$ cat config.mk
export PLATFORM = sky130hd
export DESIGN_NAME = rles_top
export DESIGN_NICKNAME = d
export VERILOG_FILES = /design/src/verilog/rles_lane_bip.v /design/src/verilog/rles_top.v
export VERILOG_INCLUDE_DIRS = /design/src /design/src/verilog
export SDC_FILE = /design/constraint.sdc
export NUM_CORES = 2
export LEC_CHECK = 0
export BUFFER_PORTS_ARGS = -buffer_cell sky130_fd_sc_hd__buf_2
export CAP_MARGIN = 10
export CELL_PAD_IN_SITES_DETAIL_PLACEMENT = 0
export CELL_PAD_IN_SITES_GLOBAL_PLACEMENT = 1
export CORE_AREA = 2 2 579 581
export CTS_CLUSTER_DIAMETER = 40
export DETAILED_ROUTE_END_ITERATION = 10
export DIE_AREA = 0 0 581 583
export MAX_ROUTING_LAYER = met4
export PLACE_DENSITY_LB_ADDON = 0.1
export SYNTH_ARGS = -nofsm -noshare
export SYNTH_HDL_FRONTEND = slang
export SYNTH_HIERARCHICAL = 1
export SYNTH_SLANG_ARGS = --single-unit
$ cat constraint.sdc
create_clock -name clock -period 14.28 [get_ports clock]
set_clock_uncertainty 0.2 [all_clocks]
set_input_delay 0.714 -clock clock [delete_from_list [all_inputs] [get_ports clock]]
set_output_delay 0.714 -clock clock [all_outputs]
set_load 0.02 [all_outputs]
$ cat src/verilog/rles_map.vh
`ifndef RLES_MAP_VH
`define RLES_MAP_VH

// register byte offsets
`define RLES_REG_CTRL       8'h00
`define RLES_REG_LEVEL      8'h04
`define RLES_REG_INT_STAT   8'h08
`define RLES_REG_INT_MASK   8'h0C
`define RLES_REG_BIP_CNT    8'h10

// control register fields and reset value
`define RLES_CTRL_MAXLEN_MSB 14
`define RLES_MAXLEN_RST      15'h2580

// level register and interrupt bit positions
`define RLES_BIT_TRUNC      0
`define RLES_BIT_ILF        1
`define RLES_BIT_RLF        2
`define RLES_BIT_BIP        3
`define RLES_BIT_HIBER      4
`define RLES_INT_W          5
`define RLES_INT_MASK_RST   5'h00

// clock and timing
`define RLES_CLK_MHZ        125
`define RLES_BER_WINDOW_NS  125000
`define RLES_BER_LIMIT      97
`define RLES_LF_SEQ_LIMIT   4
`define RLES_LF_COL_LIMIT   128

// bip byte position inside a lane marker block
`define RLES_MARK_BIP_LSB   26
`define RLES_MARK_BIP_MSB   33

`endif

$ cat src/verilog/rles_lane_bip.v
`timescale 1ns/10ps
`include "rles_map.vh"

module rles_lane_bip (
    // clock and reset
    input  wire        clock,
    input  wire        reset,
    // one lane of 66-bit blocks
    input  wire        blk_valid,
    input  wire [65:0] blk_data,
    input  wire        blk_marker,
    // error pulse
    output wire        bip_err
);

    reg  [7:0] acc_ff;
    reg        seen_ff;
    reg        err_ff;
    wire [7:0] blk_par;

    // interleaved parity of one block; header bits fold into bits 3 and 4
    function [7:0] blk_bip;
        input [65:0] b;
        integer j;
        integer k;
        begin
            blk_bip = 8'h00;
            for (j = 0; j < 8; j = j + 1) begin
                for (k = 0; k < 8; k = k + 1) begin
                    blk_bip[j] = blk_bip[j] ^ b[2 + j + 8 * k];
                end
            end
            blk_bip[3] = blk_bip[3] ^ b[0];
            blk_bip[4] = blk_bip[4] ^ b[1];
        end
    endfunction

    assign blk_par = blk_bip(blk_data);
    assign bip_err = err_ff;

    always @(posedge clock) begin
        if (reset) begin
            acc_ff  <= 8'h00;
            seen_ff <= 1'b0;
            err_ff  <= 1'b0;                                  // [RULE_08]
        end else begin
            err_ff <= 1'b0;                                   // [RULE_04]
            if (blk_valid) begin
                if (blk_marker) begin
                    // first marker after reset has no full span behind it
                    err_ff  <= seen_ff && (acc_ff !=
                        blk_data[`RLES_MARK_BIP_MSB:`RLES_MARK_BIP_LSB]);
                    seen_ff <= 1'b1;                          // [RULE_04]
                    acc_ff  <= blk_par;
                end else begin
                    acc_ff  <= acc_ff ^ blk_par;
                end
            end
        end
    end

endmodule

$ cat src/verilog/rles_top.v
// Overview of operation
// RULE_01: pulse truncation one cycle when length exceeds the maximum.
// RULE_02: internal fault while test pattern, misaligned lanes or high rate.
// RULE_03: received fault set by partner fault words, held while they last.
// RULE_04: lane 0 error pulses one cycle per bad BIP8 byte, pulses may abut.
// RULE_05: lanes 1 to 19 each have their own identical error output.
// RULE_06: high error rate flag is a level, set while rate exceeds threshold.
// RULE_07: transmit test pattern enable counts as an internal fault cause.
// RULE_08: all indicators are held low during reset.
//
// Implementation choices: strobed register access and the register offsets.
`timescale 1ns/10ps
`include "rles_map.vh"

module rles_top #(
    parameter LANES          = 20,
    parameter BER_WINDOW_CYC =
        (`RLES_BER_WINDOW_NS * `RLES_CLK_MHZ) / 1000
) (
    // clock and reset
    input  wire                 clock,
    input  wire                 reset,
    // register port
    input  wire [7:0]           reg_addr,
    input  wire [31:0]          reg_wdata,
    input  wire                 reg_wr,
    input  wire                 reg_rd,
    output wire [31:0]          reg_rdata,
    // receive packet stream
    input  wire                 pkt_valid,
    input  wire                 pkt_sop,
    input  wire [6:0]           pkt_bytes,
    // pcs lanes
    input  wire [LANES-1:0]     blk_valid,
    input  wire [LANES*66-1:0]  blk_data,
    input  wire [LANES-1:0]     blk_marker,
    input  wire                 lanes_aligned,
    // column stream for fault detection
    input  wire                 col_valid,
    input  wire                 col_is_lf,
    input  wire                 col_is_seq,
    // transmit test mode
    input  wire                 tx_test_pattern,
    // status outputs
    output wire                 rx_truncated,
    output wire                 rx_internal_local_fault,
    output wire                 rx_received_local_fault,
    output wire [LANES-1:0]     rx_bip_err,
    output wire                 rx_error_rate_high_flag,
    output wire                 irq
);

    localparam ST_IDLE  = 2'd0;
    localparam ST_COUNT = 2'd1;
    localparam ST_FAULT = 2'd2;

    localparam [6:0]  BER_LIMIT = `RLES_BER_LIMIT;
    localparam [2:0]  SEQ_LIMIT = `RLES_LF_SEQ_LIMIT;
    localparam [31:0] COL_LAST_W = `RLES_LF_COL_LIMIT - 1;
    localparam [31:0] BER_LAST_W = BER_WINDOW_CYC - 1;
    localparam [7:0]  COL_LIMIT = COL_LAST_W[7:0];
    localparam [15:0] BER_LAST  = BER_LAST_W[15:0];

    reg  [14:0]            max_len_ff;
    reg  [`RLES_INT_W-1:0] int_stat_ff;
    reg  [`RLES_INT_W-1:0] int_mask_ff;
    reg  [15:0]            bip_cnt_ff;
    reg  [31:0]            rdata_ff;
    reg                    irq_ff;
    reg  [15:0]            len_ff;
    reg                    trunc_done_ff;
    reg                    trunc_ff;
    reg  [15:0]            win_ff;
    reg  [6:0]             bad_ff;
    reg                    hiber_ff;
    reg                    ilf_ff;
    reg  [1:0]             state_ff;
    reg  [2:0]             seq_ff;
    reg  [7:0]             col_ff;
    reg                    rlf_ff;

    reg  [15:0]            nxt_len;
    reg  [7:0]             nxt_bad;
    reg                    nxt_hiber;
    reg  [1:0]             nxt_state;
    reg  [2:0]             nxt_seq;
    reg  [7:0]             nxt_col;
    reg  [`RLES_INT_W-1:0] nxt_event;
    reg  [31:0]            nxt_rdata;
    reg  [16:0]            nxt_bip_cnt;

    wire [LANES-1:0]       hdr_bad;
    wire [LANES-1:0]       bip_pulse;
    wire                   nxt_trunc;
    wire                   nxt_ilf;
    wire                   nxt_rlf;
    wire                   rd_stat;
    wire                   rd_bip;
    wire [4:0]             bad_now;
    wire [4:0]             bip_now;

    // count of set bits in a lane vector
    function [4:0] pop_lanes;
        input [LANES-1:0] v;
        integer i;
        begin
            pop_lanes = 5'h00;
            for (i = 0; i < LANES; i = i + 1) begin
                pop_lanes = pop_lanes + {4'h0, v[i]};
            end
        end
    endfunction

    genvar g;
    generate
        for (g = 0; g < LANES; g = g + 1) begin : lane
            // a sync header of 00 or 11 is invalid
            assign hdr_bad[g] = blk_valid[g] &&
                (blk_data[g*66] == blk_data[g*66+1]);
            rles_lane_bip u_bip (
                .clock      (clock),
                .reset      (reset),
                .blk_valid  (blk_valid[g]),
                .blk_data   (blk_data[g*66 +: 66]),
                .blk_marker (blk_marker[g]),
                .bip_err    (bip_pulse[g])                    // [RULE_05]
            );
        end
    endgenerate

    assign bad_now = pop_lanes(hdr_bad);
    assign bip_now = pop_lanes(bip_pulse);

    // running packet length; one pulse per packet at the crossing
    always @* begin
        nxt_len = pkt_sop ? {9'h000, pkt_bytes}
                          : len_ff + {9'h000, pkt_bytes};
        if (!pkt_sop && len_ff > 16'hFF80) begin
            nxt_len = 16'hFFFF;
        end
    end

    assign nxt_trunc = pkt_valid && (pkt_sop || !trunc_done_ff) &&
                       (nxt_len > {1'b0, max_len_ff});        // [RULE_01]

    always @(posedge clock) begin
        if (reset) begin
            len_ff        <= 16'h0000;
            trunc_done_ff <= 1'b0;
            trunc_ff      <= 1'b0;                            // [RULE_08]
        end else begin
            trunc_ff <= nxt_trunc;                            // [RULE_01]
            if (pkt_valid) begin
                len_ff <= nxt_len;
                if (pkt_sop) begin
                    trunc_done_ff <= nxt_trunc;
                end else if (nxt_trunc) begin
                    trunc_done_ff <= 1'b1;
                end
            end
        end
    end

    // bad header count over a fixed window; set at once, cleared at window end
    always @* begin
        nxt_bad   = {1'b0, bad_ff} + {3'h0, bad_now};
        nxt_hiber = hiber_ff;
        if (nxt_bad > {1'b0, BER_LIMIT}) begin
            nxt_bad = {1'b0, BER_LIMIT};
        end
        if (nxt_bad[6:0] >= BER_LIMIT) begin
            nxt_hiber = 1'b1;                                 // [RULE_06]
        end else if (win_ff == BER_LAST) begin
            nxt_hiber = 1'b0;                                 // [RULE_06]
        end
    end

    always @(posedge clock) begin
        if (reset) begin
            win_ff   <= 16'h0000;
            bad_ff   <= 7'h00;
            hiber_ff <= 1'b0;                                 // [RULE_08]
        end else if (!lanes_aligned) begin
            // counting is meaningless until lanes line up
            win_ff   <= 16'h0000;
            bad_ff   <= 7'h00;
        end else begin
            hiber_ff <= nxt_hiber;
            if (win_ff == BER_LAST) begin
                win_ff <= 16'h0000;
                bad_ff <= 7'h00;
            end else begin
                win_ff <= win_ff + 16'h0001;
                bad_ff <= nxt_bad[6:0];
            end
        end
    end

    // uses the registered rate flag, so it trails it by one cycle
    assign nxt_ilf = tx_test_pattern ||                       // [RULE_07]
                     !lanes_aligned || hiber_ff;              // [RULE_02]

    // fault sequence counting over columns
    always @* begin
        nxt_state = state_ff;
        nxt_seq   = seq_ff;
        nxt_col   = col_ff;
        if (col_valid) begin
            case (state_ff)
                ST_IDLE: begin
                    if (col_is_lf) begin
                        nxt_state = ST_COUNT;
                        nxt_seq   = 3'd1;
                        nxt_col   = 8'h00;
                    end
                end
                ST_COUNT, ST_FAULT: begin
                    if (col_is_lf) begin
                        nxt_col = 8'h00;
                        if (state_ff == ST_COUNT) begin
                            nxt_seq = seq_ff + 3'd1;
                            if (nxt_seq >= SEQ_LIMIT) begin
                                nxt_state = ST_FAULT;         // [RULE_03]
                            end
                        end
                    end else if (col_is_seq) begin
                        nxt_state = ST_IDLE;
                    end else if (col_ff == COL_LIMIT) begin
                        nxt_state = ST_IDLE;                  // [RULE_03]
                    end else begin
                        nxt_col = col_ff + 8'h01;
                    end
                end
                default: begin
                    nxt_state = ST_IDLE;
                end
            endcase
        end
    end

    assign nxt_rlf = (nxt_state == ST_FAULT);                 // [RULE_03]

    always @(posedge clock) begin
        if (reset) begin
            state_ff <= ST_IDLE;
            seq_ff   <= 3'd0;
            col_ff   <= 8'h00;
            rlf_ff   <= 1'b0;                                 // [RULE_08]
            ilf_ff   <= 1'b0;                                 // [RULE_08]
        end else begin
            state_ff <= nxt_state;
            seq_ff   <= nxt_seq;
            col_ff   <= nxt_col;
            rlf_ff   <= nxt_rlf;
            ilf_ff   <= nxt_ilf;                              // [RULE_02]
        end
    end

    // interrupt events: pulses and rising edges of the levels
    always @* begin
        nxt_event = {`RLES_INT_W{1'b0}};
        nxt_event[`RLES_BIT_TRUNC] = nxt_trunc;
        nxt_event[`RLES_BIT_ILF]   = nxt_ilf && !ilf_ff;
        nxt_event[`RLES_BIT_RLF]   = nxt_rlf && !rlf_ff;
        nxt_event[`RLES_BIT_BIP]   = |bip_pulse;
        nxt_event[`RLES_BIT_HIBER] = nxt_hiber && !hiber_ff && lanes_aligned;
    end

    assign rd_stat = reg_rd && (reg_addr == `RLES_REG_INT_STAT);
    assign rd_bip  = reg_rd && (reg_addr == `RLES_REG_BIP_CNT);

    always @* begin
        nxt_bip_cnt = {1'b0, rd_bip ? 16'h0000 : bip_cnt_ff} +
                      {12'h000, bip_now};
        if (nxt_bip_cnt[16]) begin
            nxt_bip_cnt = 17'h0FFFF;
        end
    end

    always @* begin
        nxt_rdata = 32'h0000_0000;
        case (reg_addr)
            `RLES_REG_CTRL: begin
                nxt_rdata[`RLES_CTRL_MAXLEN_MSB:0] = max_len_ff;
            end
            `RLES_REG_LEVEL: begin
                nxt_rdata[`RLES_BIT_TRUNC] = trunc_ff;
                nxt_rdata[`RLES_BIT_ILF]   = ilf_ff;
                nxt_rdata[`RLES_BIT_RLF]   = rlf_ff;
                nxt_rdata[`RLES_BIT_BIP]   = |bip_pulse;
                nxt_rdata[`RLES_BIT_HIBER] = hiber_ff;
            end
            `RLES_REG_INT_STAT: begin
                nxt_rdata[`RLES_INT_W-1:0] = int_stat_ff;
            end
            `RLES_REG_INT_MASK: begin
                nxt_rdata[`RLES_INT_W-1:0] = int_mask_ff;
            end
            `RLES_REG_BIP_CNT: begin
                nxt_rdata[15:0] = bip_cnt_ff;
            end
            default: begin
                nxt_rdata = 32'h0000_0000;
            end
        endcase
    end

    always @(posedge clock) begin
        if (reset) begin
            max_len_ff  <= `RLES_MAXLEN_RST;
            int_mask_ff <= `RLES_INT_MASK_RST;
            int_stat_ff <= {`RLES_INT_W{1'b0}};
            bip_cnt_ff  <= 16'h0000;
            rdata_ff    <= 32'h0000_0000;
            irq_ff      <= 1'b0;
        end else begin
            if (reg_wr && reg_addr == `RLES_REG_CTRL) begin
                max_len_ff <= reg_wdata[`RLES_CTRL_MAXLEN_MSB:0];
            end
            if (reg_wr && reg_addr == `RLES_REG_INT_MASK) begin
                int_mask_ff <= reg_wdata[`RLES_INT_W-1:0];
            end
            // a new event in the clearing read cycle survives the clear
            int_stat_ff <= (rd_stat ? {`RLES_INT_W{1'b0}} : int_stat_ff) |
                           nxt_event;
            bip_cnt_ff  <= nxt_bip_cnt[15:0];
            rdata_ff    <= reg_rd ? nxt_rdata : 32'h0000_0000;
            irq_ff      <= |(((rd_stat ? {`RLES_INT_W{1'b0}} : int_stat_ff) |
                             nxt_event) & int_mask_ff);
        end
    end

    assign reg_rdata               = rdata_ff;
    assign irq                     = irq_ff;
    assign rx_truncated            = trunc_ff;
    assign rx_internal_local_fault = ilf_ff;
    assign rx_received_local_fault = rlf_ff;
    assign rx_bip_err              = bip_pulse;               // [RULE_04]
    assign rx_error_rate_high_flag = hiber_ff;                // [RULE_06]

endmodule
==> run metrics <==
hold endpoint lane[0].u_bip/bip_err; worst vdd ir 0.07707 mV; H-tree depth 4; clock network power share 0.498; setup TNS 0 ns; final hold violation count 0; main combinational cell family by area after synthesis XOR/XNOR gates; CTS max path bufs 4; post-synthesis cell count 3291; total die area 338700 sq um; Syn Area/Cell 8.768 sq um; final worst slack 7.999 ns; post-synthesis mux area share 0.02103; Worst setup SP type input port; register share of total power 0.191; Yosys Warn Count 6; Max-Cap Viols 0; initial cell density of the core 0.08682; Seq/Total Area, Yosys 0.2185; Final period util 0.4399; area grow syn2layout 59.50%; CTS tree built; # rows 212; internal power 0.003794 W; DR vias 28221; Min-Delay Path Depth 3; combinational share of power 0.311; Boundary Pins 1475; Simple-Gate Fraction of Synth Area 0.1266; Post-synth EDFFs 0; Post CTS Setup Buffer Count 0; Worst-Margin Slew 1.172 ns; XOR/XNOR Fraction of Synth Area 0.4300; Worst Reg2Reg Path Length in Cells 14; maximum achievable frequency 159.2 MHz; DP Worst Slack 6.864 ns; number of global-route vias before repair 30526; Via density 3.015; final setup vio count 0; worst-path fanout max 4; Routed WL 182900 um; worst setup path category input port to flip-flop; Yosys top cell area share 0.2993; Switch Pwr 0.001896 W; Reg-to-Reg End irq; Die Ht 583 um; Die X 581 um; Synth Area in Compound Gates 0.1274; HP Start blk_marker[0]; Fillers 38227; PwrDens 123.6 nW/um^2; PostCTS Resize Cnt 0; Finished Core Util 0.1385; unique cell type count in the Yosys netlist 79; Clk Latency, worst-skew pair 0.81 ns; clock buffer count from CTS 142; clock root buffer clkbuf_16; initial antenna violation count 108; Pre-antenna DRT Iters 5; Reg2Reg Setup Slack 8.78 ns; status finished, final reports clean; Post-Synth Adder-Cell Area 0.04492; DRC 0; async set or reset register ratio after synthesis 0; Required @ worst endpoint 14.73 ns; final max-slew violation count 0; Sw Share 0.3332; port bufs 1441; min Tclk post-route 6.281 ns; WL/cell 19.54 um; first-iteration detailed-routing DRC count 981; worst r2r src bad_ff[0]; largest cells by area after synthesis xnor2_1 30%, dfxtp_1 22%, xor2_1 10%, a32oi_1 3.6%, nor2_1 3.2%; Main synth FF type dfxtp_1; mapped cell area 28860 sq um; largest net degree at the start of global routing 48; Crit. End Element flip-flop; core area 332400 sq um; Post-CTS Hold Fix Bufs 17; Lkg Pwr 18.06 nW; layout cells sized above 1 0.3522; worst path arrival time 6.73 ns; gr ovfl total 0; Antenna Nets Post-Route 0; global placer's final weighted congestion 0.8211; Clk pin slew, worst setup/hold paths 0.03 ns; post-synthesis register bit count 315; gr usage total 0.1080; RSZ-0062 raised after global routing false; first-pass GRT wire length 244600 um; min-delay worst type input port to flip-flop; nets@finish 6310; cell taking the most area after synthesis xnor2_1; CTS Sinks 315; DPL Wire Length 160500 um; slew margin rel. 0.2132
metrics by stage:
step	total power, W	instances	cell area [sq um]	hold slack, ns
after floorplan	0.002211	3306	28910	0.2273
after global routing	0.006111	9351	46000	0.08360
final	0.005690	9359	46020	0.1471
after detailed placement	0.002935	9033	41250	0.2579
after global placement	0.002932	9033	41250	0.2476
after CTS	0.005904	9293	45860	0.02949
power groups by stage:
stage	clock network, W	logic (W)	registers (W)
finish	0.00283	0.00177	0.00109
global route	0.00302	0.00199	0.00110
CTS	0.00297	0.00185	0.00109
detailed placement	0	0.00183	0.00110
global placement	0	0.00183	0.00110
floorplan	0	0.00114	0.00108
cells by family after synthesis:
group                    Yosys count
flip-flops                       315
AO/OA/AOI/OAI                    554
other                              1
buffers and inverters            214
multiplexers                      58
AND/OR/NAND/NOR                  696
XOR/XNOR                        1368
adder cells (fa/ha/maj)           85
metal layers:
layer	vias up	GRT usage	routed length, um
li1	14261	-	-
met1	12628	0.1177	73170
met2	1079	0.1868	92320
met3	253	0.03444	13230
met4	0	0.03138	4195
met5	-	-	0
cells in the mapped netlist (16+ instances only):
master,n
xnor2_1,986
xor2_1,342
dfxtp_1,315
nor2_1,243
o21ai_0,156
nand2b_1,130
a32oi_1,120
a21oi_1,116
inv_1,89
nand2_1,82
nor2b_1,66
clkbuf_1,60
ha_1,54
nor4_1,47
mux2i_1,37
a22oi_1,36
fa_1,31
buf_2,25
a31oi_1,22
buf_1,22
o21ai_1,22
mux2_2,21
nand4b_1,21
and2_1,20
xnor3_1,20
xor2_2,20
buf_4,17
nand3_1,17
a211oi_1,16
flip-flops by register name (all words and copies together), names as in the netlist:
name / count
int_stat_ff: 5
rx_truncated: 1
bad_ff: 7
rx_error_rate_high_flag: 1
trunc_done_ff: 1
lane.u_bip/seen_ff: 20
rx_internal_local_fault: 1
state_ff: 2
bip_cnt_ff: 16
seq_ff: 3
win_ff: 16
irq: 1
lane.u_bip/acc_ff: 160
col_ff: 8
lane.u_bip/bip_err: 20
rx_received_local_fault: 1
reg_rdata: 16
max_len_ff: 15
int_mask_ff: 5
len_ff: 16
worst max-delay path, cell delays in order:
cell and delay, ns:
buf_2 0.12, xnor2_1 0.43, nand2_1 0.28, fa_1 0.60, inv_1 0.07, fa_1 0.61
inv_1 0.10, fa_1 0.55, fa_1 0.40, inv_1 0.10, fa_1 0.43, fa_1 0.39
a211oi_1 0.44, o21ai_0 0.21, a311oi_1 0.85, nor4b_1 0.11, o21ai_0 0.18, o211ai_2 0.12
cells in the final DEF, fill, tap and decap left out, drive strengths merged, types with 25 or more instances in the layout:
| cell type | synthesis | layout |
|---|---|---|
| nand2 | 82 | 82 |
| a22oi | 36 | 36 |
| a31oi | 25 | 25 |
| a32oi | 120 | 120 |
| diode | 0 | 66 |
| nor4 | 49 | 49 |
| nor2b | 67 | 67 |
| xnor2 | 986 | 986 |
| o21ai | 179 | 179 |
| inv | 89 | 94 |
| clkbuf | 60 | 223 |
| a21oi | 116 | 116 |
| buf | 65 | 1465 |
| nand2b | 130 | 130 |
| ha | 54 | 54 |
| dfxtp | 315 | 315 |
| mux2i | 37 | 37 |
| fa | 31 | 31 |
| nor2 | 243 | 243 |
| xor2 | 362 | 362 |
worst max path at each step:
| stage | from | to | slack (ns) | depth (start not counted) |
|---|---|---|---|---|
| after floorplan | reg_addr[3] | bip_cnt_ff[10] | 8.55 | 19 |
| after global placement | blk_data[793] | int_stat_ff[4] | 6.80 | 20 |
| after detailed placement | blk_data[793] | irq | 6.86 | 18 |
| after CTS | blk_data[793] | irq | 7.78 | 18 |
| after global routing | blk_data[793] | irq | 7.42 | 18 |
| final | blk_data[793] | irq | 8.00 | 18 |
layout make-up:
cell class	instances	area, sq um	share of cell area
multi-input combinational	2777	21720	0.4719
timing repair buffer	1482	7572	0.1645
sequential	315	6306	0.1370
tap	4387	5489	0.1193
clock buffer	223	4178	0.09077
inverter	89	334.1	0.007259
clock inverter	20	261.5	0.005682
antenna	66	165.2	0.003589
Power figures use the tool's default switching activity.
